$ cat config.mk
export PLATFORM = sky130hd
export DESIGN_NAME = switch_forwarding_config
export DESIGN_NICKNAME = d
export VERILOG_FILES = /design/src/design/fwd_cfg_pkg.sv /design/src/design/preload_if.sv /design/src/design/preload_port.sv /design/src/design/switch_forwarding_config.sv
export SDC_FILE = /design/constraint.sdc
export NUM_CORES = 1
export LEC_CHECK = 0
export BUFFER_PORTS_ARGS = -buffer_cell sky130_fd_sc_hd__buf_4
export CORE_MARGIN = 2
export CORE_UTILIZATION = 40
export DETAILED_ROUTE_END_ITERATION = 10
export REMOVE_ABC_BUFFERS = 1
export SYNTH_ARGS = -nofsm -noshare
export SYNTH_HDL_FRONTEND = slang
export SYNTH_SLANG_ARGS = --single-unit
$ cat constraint.sdc
create_clock -name SYS_CLK -period 2.1 [get_ports SYS_CLK]
set_input_delay 0.105 -clock SYS_CLK [delete_from_list [all_inputs] [get_ports SYS_CLK]]
set_output_delay 0.105 -clock SYS_CLK [all_outputs]
set_load 0.005 [all_outputs]
$ cat src/design/fwd_cfg_pkg.sv
// Offsets, field positions, masks and reset values of the forwarding configuration bank
package fwd_cfg_pkg;
	localparam int ADDR_W = 8;
	localparam int DATA_W = 32;
	localparam int BE_W = 4;

	localparam logic [ADDR_W-1:0] TEST_WORD_OFFSET = 8'h6c;
	localparam logic [ADDR_W-1:0] TIMER_OFFSET = 8'h70;
	localparam logic [ADDR_W-1:0] MODE_OFFSET = 8'h74;

	localparam logic [DATA_W-1:0] TEST_WORD_RESET = 32'h04000800;
	localparam logic [DATA_W-1:0] TIMER_RESET = 32'h80000000;
	localparam logic [DATA_W-1:0] MODE_RESET_BASE = 32'h0a730002;

	localparam logic [DATA_W-1:0] TEST_WORD_IMPL = 32'hffffffff;
	localparam logic [DATA_W-1:0] TEST_WORD_RW = 32'hffffffff;
	localparam logic [DATA_W-1:0] TIMER_IMPL = 32'hffff7fff;
	localparam logic [DATA_W-1:0] TIMER_RW = 32'h7fff1fff;
	localparam logic [DATA_W-1:0] MODE_IMPL = 32'h7fffffff;
	localparam logic [DATA_W-1:0] MODE_RW = 32'h00003f7f;

	localparam int REPLAY_LSB = 0;
	localparam int REPLAY_W = 12;
	localparam int REPLAY_EN_BIT = 12;
	localparam int PM_CAP_DIS_BIT = 13;
	localparam int MSI_CAP_DIS_BIT = 14;
	localparam int ACK_LSB = 16;
	localparam int ACK_W = 14;
	localparam int ACK_EN_BIT = 30;
	localparam int VGA_BIT = 31;

	localparam int STORE_FWD_BIT = 0;
	localparam int CUT_LSB = 1;
	localparam int CUT_W = 2;
	localparam int ARB_BIT = 3;
	localparam int CREDIT_BIT = 4;
	localparam int EGRESS_ORD_BIT = 5;
	localparam int TAG_ORD_BIT = 6;
	localparam int NP_STORE_FWD_BIT = 7;
	localparam int PM_PARAM_LSB = 8;
	localparam int PM_PARAM_W = 6;
	localparam int RX_POL_BIT = 14;
	localparam int CPL_PAR_BIT = 15;
	localparam int DRV_W = 5;
	localparam int DRV_3P5_LSB = 16;
	localparam int DRV_6P0_LSB = 21;
	localparam int DRV_HALF_LSB = 26;

	localparam logic [PM_PARAM_W-1:0] PM_PARAM_RESET = 6'h01;
endpackage : fwd_cfg_pkg

$ cat src/design/preload_if.sv
// Carrier for preload writes from the capture stage to the register bank
`timescale 1ns/10ps
`default_nettype none
interface preload_if;
	import fwd_cfg_pkg::*;
	logic valid;
	logic [ADDR_W-1:0] addr;
	logic [DATA_W-1:0] data;
	modport src (output valid, output addr, output data);
	modport dst (input valid, input addr, input data);
endinterface : preload_if
`default_nettype wire

$ cat src/design/preload_port.sv
// Capture stage for default values delivered by the management port or EEPROM loader
`timescale 1ns/10ps
`default_nettype none
module preload_port
	import fwd_cfg_pkg::*;
(
	input wire logic clk,
	input wire logic rst,
	input wire logic wr,
	input wire logic [ADDR_W-1:0] addr,
	input wire logic [DATA_W-1:0] data,
	input wire logic done,
	output logic loaded,
	preload_if.src pl
);
	// One stage of registering keeps the loader's timing off the bank's write merge
	always_ff @(posedge clk) begin
		if (rst) begin
			pl.valid <= 1'b0;
			pl.addr <= '0;
			pl.data <= '0;
		end else begin
			pl.valid <= wr;
			pl.addr <= addr;
			pl.data <= data;
		end
	end

	// Loader finished; stays set until the next reset
	always_ff @(posedge clk) begin
		if (rst) begin
			loaded <= 1'b0;
		end else if (done) begin
			loaded <= 1'b1;
		end
	end
endmodule : preload_port
`default_nettype wire

$ cat src/design/switch_forwarding_config.sv
// Forwarding mode and link-layer timer configuration bank of the packet switch
`timescale 1ns/10ps
`default_nettype none
module switch_forwarding_config
	import fwd_cfg_pkg::*;
#(
	parameter logic [PM_PARAM_W-1:0] PM_RESET = PM_PARAM_RESET
)
(
	input wire logic SYS_CLK,
	input wire logic RESET,
	input wire logic CFG_WR,
	input wire logic CFG_RD,
	input wire logic [ADDR_W-1:0] CFG_ADDR,
	input wire logic [BE_W-1:0] CFG_BE,
	input wire logic [DATA_W-1:0] CFG_WDATA,
	output logic [DATA_W-1:0] CFG_RDATA,
	output logic CFG_RDVALID,
	input wire logic PRELOAD_WR,
	input wire logic [ADDR_W-1:0] PRELOAD_ADDR,
	input wire logic [DATA_W-1:0] PRELOAD_DATA,
	input wire logic PRELOAD_DONE,
	output logic PRELOAD_LOADED,
	input wire logic [REPLAY_W-1:0] REPLAY_DEFAULT,
	input wire logic [ACK_W-1:0] ACK_DEFAULT,
	output logic [REPLAY_W-1:0] REPLAY_TIMEOUT,
	output logic REPLAY_USER_ACTIVE,
	output logic [ACK_W-1:0] ACK_LATENCY,
	output logic ACK_USER_ACTIVE,
	output logic VGA_DECODE_EN,
	output logic PM_CAP_DISABLE,
	output logic MSI_CAP_DISABLE,
	output logic STORE_FORWARD,
	output logic [CUT_W-1:0] CUT_THRESHOLD,
	output logic ARB_HOLD,
	output logic CREDIT_ALL_TYPES,
	output logic EGRESS_ORDERING,
	output logic CPL_TAG_ORDERING,
	output logic NONPOSTED_STORE_FORWARD,
	output logic [PM_PARAM_W-1:0] PM_CONTROL_PARAM,
	output logic RX_POLARITY_INV_DISABLE,
	output logic CPL_PARITY_DISABLE,
	output logic [DRV_W-1:0] DRV_LVL_3P5,
	output logic [DRV_W-1:0] DRV_LVL_6P0,
	output logic [DRV_W-1:0] DRV_LVL_HALF,
	output logic [DATA_W-1:0] PHY_TEST_WORD
);
	localparam logic [DATA_W-1:0] MODE_RESET =
		MODE_RESET_BASE | (DATA_W'(PM_RESET) << PM_PARAM_LSB);

	preload_if pl ();

	logic [DATA_W-1:0] test_word;
	logic [DATA_W-1:0] timer_word;
	logic [DATA_W-1:0] mode_word;
	logic [DATA_W-1:0] next_test_word;
	logic [DATA_W-1:0] next_timer_word;
	logic [DATA_W-1:0] next_mode_word;
	logic [DATA_W-1:0] cfg_mask;
	logic [DATA_W-1:0] next_rdata;

	preload_port u_preload (
		.clk(SYS_CLK),
		.rst(RESET),
		.wr(PRELOAD_WR),
		.addr(PRELOAD_ADDR),
		.data(PRELOAD_DATA),
		.done(PRELOAD_DONE),
		.loaded(PRELOAD_LOADED),
		.pl(pl.src)
	);

	// Byte enables widened to a bit mask
	function automatic logic [DATA_W-1:0] lane_mask(input logic [BE_W-1:0] be);
		logic [DATA_W-1:0] m;
		m = '0;
		for (int i = 0; i < BE_W; i++) begin
			m[i*8 +: 8] = {8{be[i]}};
		end
		return m;
	endfunction : lane_mask

	// Replace only the bits named by mask
	function automatic logic [DATA_W-1:0] merge(
		input logic [DATA_W-1:0] cur,
		input logic [DATA_W-1:0] data,
		input logic [DATA_W-1:0] mask
	);
		return (cur & ~mask) | (data & mask);
	endfunction : merge

	assign cfg_mask = lane_mask(CFG_BE);

	// Preload may set read-only defaults too; software write lands after it,
	// so a same-cycle software write wins on the bits it may touch
	always_comb begin
		next_test_word = test_word;
		if (pl.valid && pl.addr == TEST_WORD_OFFSET) begin
			next_test_word = merge(next_test_word, pl.data, TEST_WORD_IMPL);
		end
		if (CFG_WR && CFG_ADDR == TEST_WORD_OFFSET) begin
			next_test_word = merge(next_test_word, CFG_WDATA, TEST_WORD_RW & cfg_mask);
		end
	end

	always_comb begin
		next_timer_word = timer_word;
		if (pl.valid && pl.addr == TIMER_OFFSET) begin
			next_timer_word = merge(next_timer_word, pl.data, TIMER_IMPL);
		end
		// VGA enable and capability disables stay out of the software mask
		if (CFG_WR && CFG_ADDR == TIMER_OFFSET) begin
			next_timer_word = merge(next_timer_word, CFG_WDATA, TIMER_RW & cfg_mask);
		end
	end

	always_comb begin
		next_mode_word = mode_word;
		if (pl.valid && pl.addr == MODE_OFFSET) begin
			next_mode_word = merge(next_mode_word, pl.data, MODE_IMPL);
		end
		// Non-posted select and driver levels are preload-only
		if (CFG_WR && CFG_ADDR == MODE_OFFSET) begin
			next_mode_word = merge(next_mode_word, CFG_WDATA, MODE_RW & cfg_mask);
		end
	end

	always_ff @(posedge SYS_CLK) begin
		if (RESET) begin
			test_word <= TEST_WORD_RESET;
		end else begin
			test_word <= next_test_word;
		end
	end

	// Timer fields and VGA enable reset together
	always_ff @(posedge SYS_CLK) begin
		if (RESET) begin
			timer_word <= TIMER_RESET;
		end else begin
			timer_word <= next_timer_word;
		end
	end

	always_ff @(posedge SYS_CLK) begin
		if (RESET) begin
			mode_word <= MODE_RESET;
		end else begin
			mode_word <= next_mode_word;
		end
	end

	// Reads return the stored word; reserved bits are never stored
	always_comb begin
		if (CFG_ADDR == TEST_WORD_OFFSET) begin
			next_rdata = test_word & TEST_WORD_IMPL;
		end else if (CFG_ADDR == TIMER_OFFSET) begin
			next_rdata = timer_word & TIMER_IMPL;
		end else if (CFG_ADDR == MODE_OFFSET) begin
			next_rdata = mode_word & MODE_IMPL;
		end else begin
			next_rdata = '0;
		end
	end

	always_ff @(posedge SYS_CLK) begin
		if (RESET) begin
			CFG_RDATA <= '0;
			CFG_RDVALID <= 1'b0;
		end else begin
			CFG_RDVALID <= CFG_RD;
			if (CFG_RD) begin
				CFG_RDATA <= next_rdata;
			end
		end
	end

	// Link layer sees one value; the internal default covers the disabled case
	always_ff @(posedge SYS_CLK) begin
		if (RESET) begin
			REPLAY_TIMEOUT <= '0;
			REPLAY_USER_ACTIVE <= 1'b0;
		end else begin
			REPLAY_USER_ACTIVE <= timer_word[REPLAY_EN_BIT];
			if (timer_word[REPLAY_EN_BIT]) begin
				REPLAY_TIMEOUT <= timer_word[REPLAY_LSB +: REPLAY_W];
			end else begin
				REPLAY_TIMEOUT <= REPLAY_DEFAULT;
			end
		end
	end

	always_ff @(posedge SYS_CLK) begin
		if (RESET) begin
			ACK_LATENCY <= '0;
			ACK_USER_ACTIVE <= 1'b0;
		end else begin
			ACK_USER_ACTIVE <= timer_word[ACK_EN_BIT];
			if (timer_word[ACK_EN_BIT]) begin
				ACK_LATENCY <= timer_word[ACK_LSB +: ACK_W];
			end else begin
				ACK_LATENCY <= ACK_DEFAULT;
			end
		end
	end

	always_ff @(posedge SYS_CLK) begin
		if (RESET) begin
			VGA_DECODE_EN <= TIMER_RESET[VGA_BIT];
			PM_CAP_DISABLE <= TIMER_RESET[PM_CAP_DIS_BIT];
			MSI_CAP_DISABLE <= TIMER_RESET[MSI_CAP_DIS_BIT];
		end else begin
			VGA_DECODE_EN <= timer_word[VGA_BIT];
			PM_CAP_DISABLE <= timer_word[PM_CAP_DIS_BIT];
			MSI_CAP_DISABLE <= timer_word[MSI_CAP_DIS_BIT];
		end
	end

	// Forwarding and arbitration controls consumed by the datapath
	always_ff @(posedge SYS_CLK) begin
		if (RESET) begin
			STORE_FORWARD <= MODE_RESET[STORE_FWD_BIT];
			CUT_THRESHOLD <= MODE_RESET[CUT_LSB +: CUT_W];
			NONPOSTED_STORE_FORWARD <= MODE_RESET[NP_STORE_FWD_BIT];
		end else begin
			STORE_FORWARD <= mode_word[STORE_FWD_BIT];
			// Value equals cycles ahead of the packet midpoint
			CUT_THRESHOLD <= mode_word[CUT_LSB +: CUT_W];
			NONPOSTED_STORE_FORWARD <= mode_word[NP_STORE_FWD_BIT];
		end
	end

	always_ff @(posedge SYS_CLK) begin
		if (RESET) begin
			ARB_HOLD <= MODE_RESET[ARB_BIT];
			CREDIT_ALL_TYPES <= MODE_RESET[CREDIT_BIT];
		end else begin
			// High holds the grant, low lets the arbiter skip starved ports
			ARB_HOLD <= mode_word[ARB_BIT];
			CREDIT_ALL_TYPES <= mode_word[CREDIT_BIT];
		end
	end

	always_ff @(posedge SYS_CLK) begin
		if (RESET) begin
			EGRESS_ORDERING <= MODE_RESET[EGRESS_ORD_BIT];
			CPL_TAG_ORDERING <= MODE_RESET[TAG_ORD_BIT];
		end else begin
			EGRESS_ORDERING <= mode_word[EGRESS_ORD_BIT];
			CPL_TAG_ORDERING <= mode_word[TAG_ORD_BIT];
		end
	end

	// Physical-layer settings are only stored and passed on
	always_ff @(posedge SYS_CLK) begin
		if (RESET) begin
			PM_CONTROL_PARAM <= MODE_RESET[PM_PARAM_LSB +: PM_PARAM_W];
			RX_POLARITY_INV_DISABLE <= MODE_RESET[RX_POL_BIT];
			CPL_PARITY_DISABLE <= MODE_RESET[CPL_PAR_BIT];
		end else begin
			PM_CONTROL_PARAM <= mode_word[PM_PARAM_LSB +: PM_PARAM_W];
			RX_POLARITY_INV_DISABLE <= mode_word[RX_POL_BIT];
			CPL_PARITY_DISABLE <= mode_word[CPL_PAR_BIT];
		end
	end

	always_ff @(posedge SYS_CLK) begin
		if (RESET) begin
			DRV_LVL_3P5 <= MODE_RESET[DRV_3P5_LSB +: DRV_W];
			DRV_LVL_6P0 <= MODE_RESET[DRV_6P0_LSB +: DRV_W];
			DRV_LVL_HALF <= MODE_RESET[DRV_HALF_LSB +: DRV_W];
		end else begin
			DRV_LVL_3P5 <= mode_word[DRV_3P5_LSB +: DRV_W];
			DRV_LVL_6P0 <= mode_word[DRV_6P0_LSB +: DRV_W];
			DRV_LVL_HALF <= mode_word[DRV_HALF_LSB +: DRV_W];
		end
	end

	always_ff @(posedge SYS_CLK) begin
		if (RESET) begin
			PHY_TEST_WORD <= TEST_WORD_RESET;
		end else begin
			PHY_TEST_WORD <= test_word;
		end
	end
endmodule : switch_forwarding_config
`default_nettype wire

== Word-level counts from Yosys, hierarchy flattened ==
Cells that the tools add are included.
Widths: inputs -> output; s select.
Word-level totals
  flip-flop bits (word level): 265
  bits in latches: 0
  memory bits (writable): 0
  ROM bits: 0
  input port bits: 116
  output and inout bits: 128
  logic and storage cells: 67
  memories: 0
Cells by class
  $add $sub $neg: 0
  $mul: 0
  div/mod/pow operators: 0
  $lt $le $gt $ge: 0
  equality and inequality tests: 6
  shift-type cells: 0
  muxes and demuxes: 11
  bitwise logic cells: 14
  reductions and logical operators: 6
Operators with widths (count)
  $mux 32: 8
  $and 32x32->32: 4
  $or 32x32->32: 3
  $eq 8x7->1 const B: 6
  $and 32x14->32: 1
  $and 32x31->32: 1
  $not 14->32: 1
  $not 31->32: 1
  $not 32->32: 1
  $or 16x32->32: 1
  $or 32x31->32: 1
  $mux 31: 1
  $mux 14: 1
  $mux 12: 1
  $logic_and 1x1->1: 6

== Logic depth before layout (Yosys ltp) ==
  depth after elaboration: 6
  mapped depth: 6
  mapped depth without buffers: 4

== Modules after synthesis ==
Synthesis repeated with hierarchy kept, for this count alone.
Unflattened totals
  cell total of the unflattened synthesis: 909
  area, all modules: 9432.8 um2
Modules (own cells, without submodules)
  switch_forwarding_config: times used 1, cells an instance 821, area each 8299.2 um2, sequential area each 4424.2 um2
  preload_port: times used 1, cells an instance 88, area each 1133.6 um2, sequential area each 840.8 um2

== Worst setup path after synthesis ==
No wires, ideal clock.
  kind: register to register
  start: register u_preload.pl.addr[0]
  end: register mode_word[8]
  setup time: 0.136 ns
  arrival time: 1.480 ns
  data required time: 1.964 ns
  path slack: 0.484 ns
  cell stages (with the launch flop): 7
  buffers on the path: 2
  clock period less this slack: 1.616 ns
  path through: dfxtp_1 nand4bb_4 or3_1 clkbuf_1 buf_2 mux2i_1 a31oi_1
Between the ends
  cells in the longest elaborated chain, start to end: 6
RTL lines
  start: declaration: line preload_if.sv:9  | modport src (output valid, output addr, output data);
  $eq 8x7->1 *: line switch_forwarding_config.sv:119  | if (pl.valid && pl.addr == MODE_OFFSET) begin
  $logic_and 1x1->1 *: line switch_forwarding_config.sv:119
  $mux 32 *: line switch_forwarding_config.sv:119
  $and 32x32->32: line switch_forwarding_config.sv:89  | return (cur & ~mask) | (data & mask);
  $or 32x32->32: line switch_forwarding_config.sv:89
  $mux 32 *: line switch_forwarding_config.sv:123  | if (CFG_WR && CFG_ADDR == MODE_OFFSET) begin
  end signal: assignment: line switch_forwarding_config.sv:149  | mode_word <= next_mode_word;
  end: declaration: line switch_forwarding_config.sv:55  | logic [DATA_W-1:0] mode_word;
Mark *: on every way between the ends. The rest lies on a longest branch, timed or not.
A chain may end at the register's enable or synchronous reset.

== Final worst setup path ==
Same ends and word-level chain as after synthesis.

==> metrics.cfg <==
[status]
status=finished clean

[clock_network]
clk_latency_ns=0.54
cts-root-buf=clkbuf_16
clkSinkCount=263
cts_tree=built
clk_pin_slew_ns=0.06
h-tree-depth=1
cts-buffers-inserted=28
ctsLongestPathBuffers=3
cts_setup_buffers=0
cts_resized=0

[power]
pwr-share-seq_pct=47.2
clock_power_share_pct=45.7
switching_share_pct=21.6
ir_worst_vdd_v=0.000586
combPwrFrac_pct=7.1
switching_power_w=0.00236
total_power_w=0.0109
p_int_w=0.00855
power.density_nw_per_um2=792
p_leak_nw=5.42

[floorplan]
die_x_um=158
chipHeight_um=158
core_area_um2=23300
die_area_um2=24900
start_util_pct=40.6
io_pins=244
rows=56

[route]
ant_nets=0
drt_first_iter_violations=333
num_vias=7949
dr.pass1.iters=4
routedWlPerCell_um=17.7
viasPerCell=4.97
routed_wl_um=28400
remaining_drc_errors=0

[synthesis]
synth_top_area_share_pct=55.6
netlist_top_cells_area=dfxtp_1 (56%), mux2i_1 (11%), nor2b_1 (6.4%)
syn_inst=911
post-synth-top-count-cell=dfxtp_1
synth-main-ff-cell=dfxtp_1
synth_common_cells=dfxtp_1 (263), mux2i_1 (100), nor2b_1 (97)
synth_area_leader_cell=dfxtp_1
synth_edf_count=0
seq_area_frac_synth_pct=55.6
synth_cell_types=43
yosysWarnings=0
async_flop_share_pct=0
ys_ff_latch=263
syn_area_um2=9470
avgSynthCellArea_um2=10.4

[global_routing]
antenna_found_initial=0
grt_max_degree=66
grt.overflow.total=0
grt_first_pass_wirelength_um=43400
grt_pass1_vias=7867
track_usage_pct=22.3

[critical_path]
crit_chain=nand4bb_4, or3_2, buf_4, mux2i_1, a31oi_1
reg2reg_slack_ns=0.26
cp_slowest_stage_delay_ns=0.62
critical_path_arrival_ns=2.26
critPathCapture=mode_word[8]
r2r-start=u_preload.pl.addr[0]
crit_path_end_kind=flop
reg2reg_to=mode_word[8]
cp_max_fo=16
worstRegToRegCells=5
crit_start=u_preload.pl.addr[0]
cp-start-kind=flop
slowest_stage=or3_2
cp_data_required_time_ns=2.52
crit_type=flop to flop

[hold_path]
hp-start=CFG_WR
holdCritPathClass=primary input to flop

[run]
cap_violations=0

[layout]
area_growth_pct=45.4
nets=1377
diodes=0
drive_gt1_share_pct=27.1
n_fill_cell=1995
fin_util_pct=59.0

[sta]
rsz0062_at_grt=no
period_minus_slack_ns=1.84
finalHoldViolations=0
finClkSkew_ns=0.0198
finalSetupViolations=0
drv_slew=0
setup_slack_ns=0.256
worst_slew_margin_rel_pct=51.8
max_freq_mhz=542
timing.final.crit_share_pct=87.8
worst_slew_pin_slew_ns=0.723

[place]
dp_hpwl_um=18800
place_ws_ns=0.118
place_congestion=0.790
port_buffers=243

==> per-layer routing <==
| layer | vias up | GRT usage (%) | routed length, um |
|---|---|---|---|
| met5 | - | 0 | 0 |
| met4 | 0 | 6.58 | 717 |
| met3 | 48 | 4.13 | 1480 |
| met2 | 220 | 37.7 | 13700 |
| met1 | 3747 | 29.0 | 12500 |
| li1 | 3934 | - | - |
==> through the flow <==
stage	hold WS (ns)	area, um2	setup TNS [ns]	std cells
final	0.0768	13800	0	1600
after CTS	0.0529	13800	0	1600
after floorplan	0.172	9190	-44.33	847
after detailed placement	0.319	11800	0	1444
after global routing	0.113	13800	0	1600
after global placement	0.315	11800	0	1444
==> placed cells by master, fill, tap and decap left out, types with 3 or more instances in the layout <==
cell and instances:
a21oi_1 16, buf_12 6, nor2b_1 97, inv_1 3
buf_4 271, o21ai_1 6, nor4_1 3, a22oi_1 30
o31ai_1 4, o2bb2ai_1 3, a31oi_1 3, mux2i_1 100
clkbuf_16 29, nand2_1 75, clkinv_2 3, nand2b_1 4
dlygate4sd3_1 106, nor2_1 70, a22o_1 30, o22ai_1 57
a211oi_1 33, nand3b_1 4, clkbuf_8 7, or2_2 12
clkbuf_1 7, nand3_1 10, dfxtp_1 263
==> sequential cells by signal (all words and copies together), names as in the netlist, 2 cells and up <==
name	flops
CFG_RDATA	32
PHY_TEST_WORD	32
test_word	32
u_preload.pl.data	32
mode_word	31
timer_word	31
ACK_LATENCY	14
REPLAY_TIMEOUT	12
u_preload.pl.addr	8
PM_CONTROL_PARAM	6
DRV_LVL_3P5	5
DRV_LVL_6P0	5
DRV_LVL_HALF	5
CUT_THRESHOLD	2
==> worst min-delay path by stage <==
stage                                       to  slack (ns)  cells after the start
after global routing             test_word[15]        0.11                      5
after floorplan              PHY_TEST_WORD[15]        0.17                      1
after global placement        u_preload.loaded        0.32                      3
after detailed placement  u_preload.pl.addr[6]        0.32                      2
final                           timer_word[26]        0.08                      3
after CTS                       timer_word[26]        0.05                      3
==> area by class of cell <==
type	instances	area [um2]	share of cell area, %
well taps	319	399	2.90
flip-flops and latches	263	5270	38.2
multi-input cells	581	3930	28.5
clock inverters	7	91.3	0.663
clock buffers	43	848	6.16
inverters	3	11.3	0.0818
repair buffers	384	3230	23.4
==> kinds of logic (layout without fill, tap and decap cells) <==
kind of cell           Yosys count  after routing  synth area share (%)
buffers and inverters           67            437                  3.08
muxes                          101            101                  10.7
DFF                            263            263                  55.6
AOI/OAI and AO/OA              190            190                  14.4
and+or+nand+nor                290            290                  16.3
==> critical path: cells and delay by family, from the launching register on <==
| kind | cells | cell delay [ns] |
|---|---|---|
| compound gates | 1 | 0.09 |
| buf+inv | 1 | 0.27 |
| flops | 1 | 0.30 |
| mux | 1 | 0.17 |
| simple gates | 2 | 0.90 |
==> power groups by stage <==
stage | logic (W) | registers (W) | clock network (W)
final | 0.000775 | 0.00515 | 0.00498
after global routing | 0.000839 | 0.00516 | 0.00530
after CTS | 0.000775 | 0.00515 | 0.00507
after detailed placement | 0.000611 | 0.00526 | 0
after global placement | 0.000608 | 0.00526 | 0
after floorplan | 0.000173 | 0.00525 | 0
==> what timing repair did <==
| action | CTS | global route |
|---|---|---|
| hold endpoints to repair | 154 | 0 |
| hold buffers | 106 | 0 |
| setup endpoints to repair | 0 | 0 |
No activity file was read; power rests on OpenSTA's default activity.
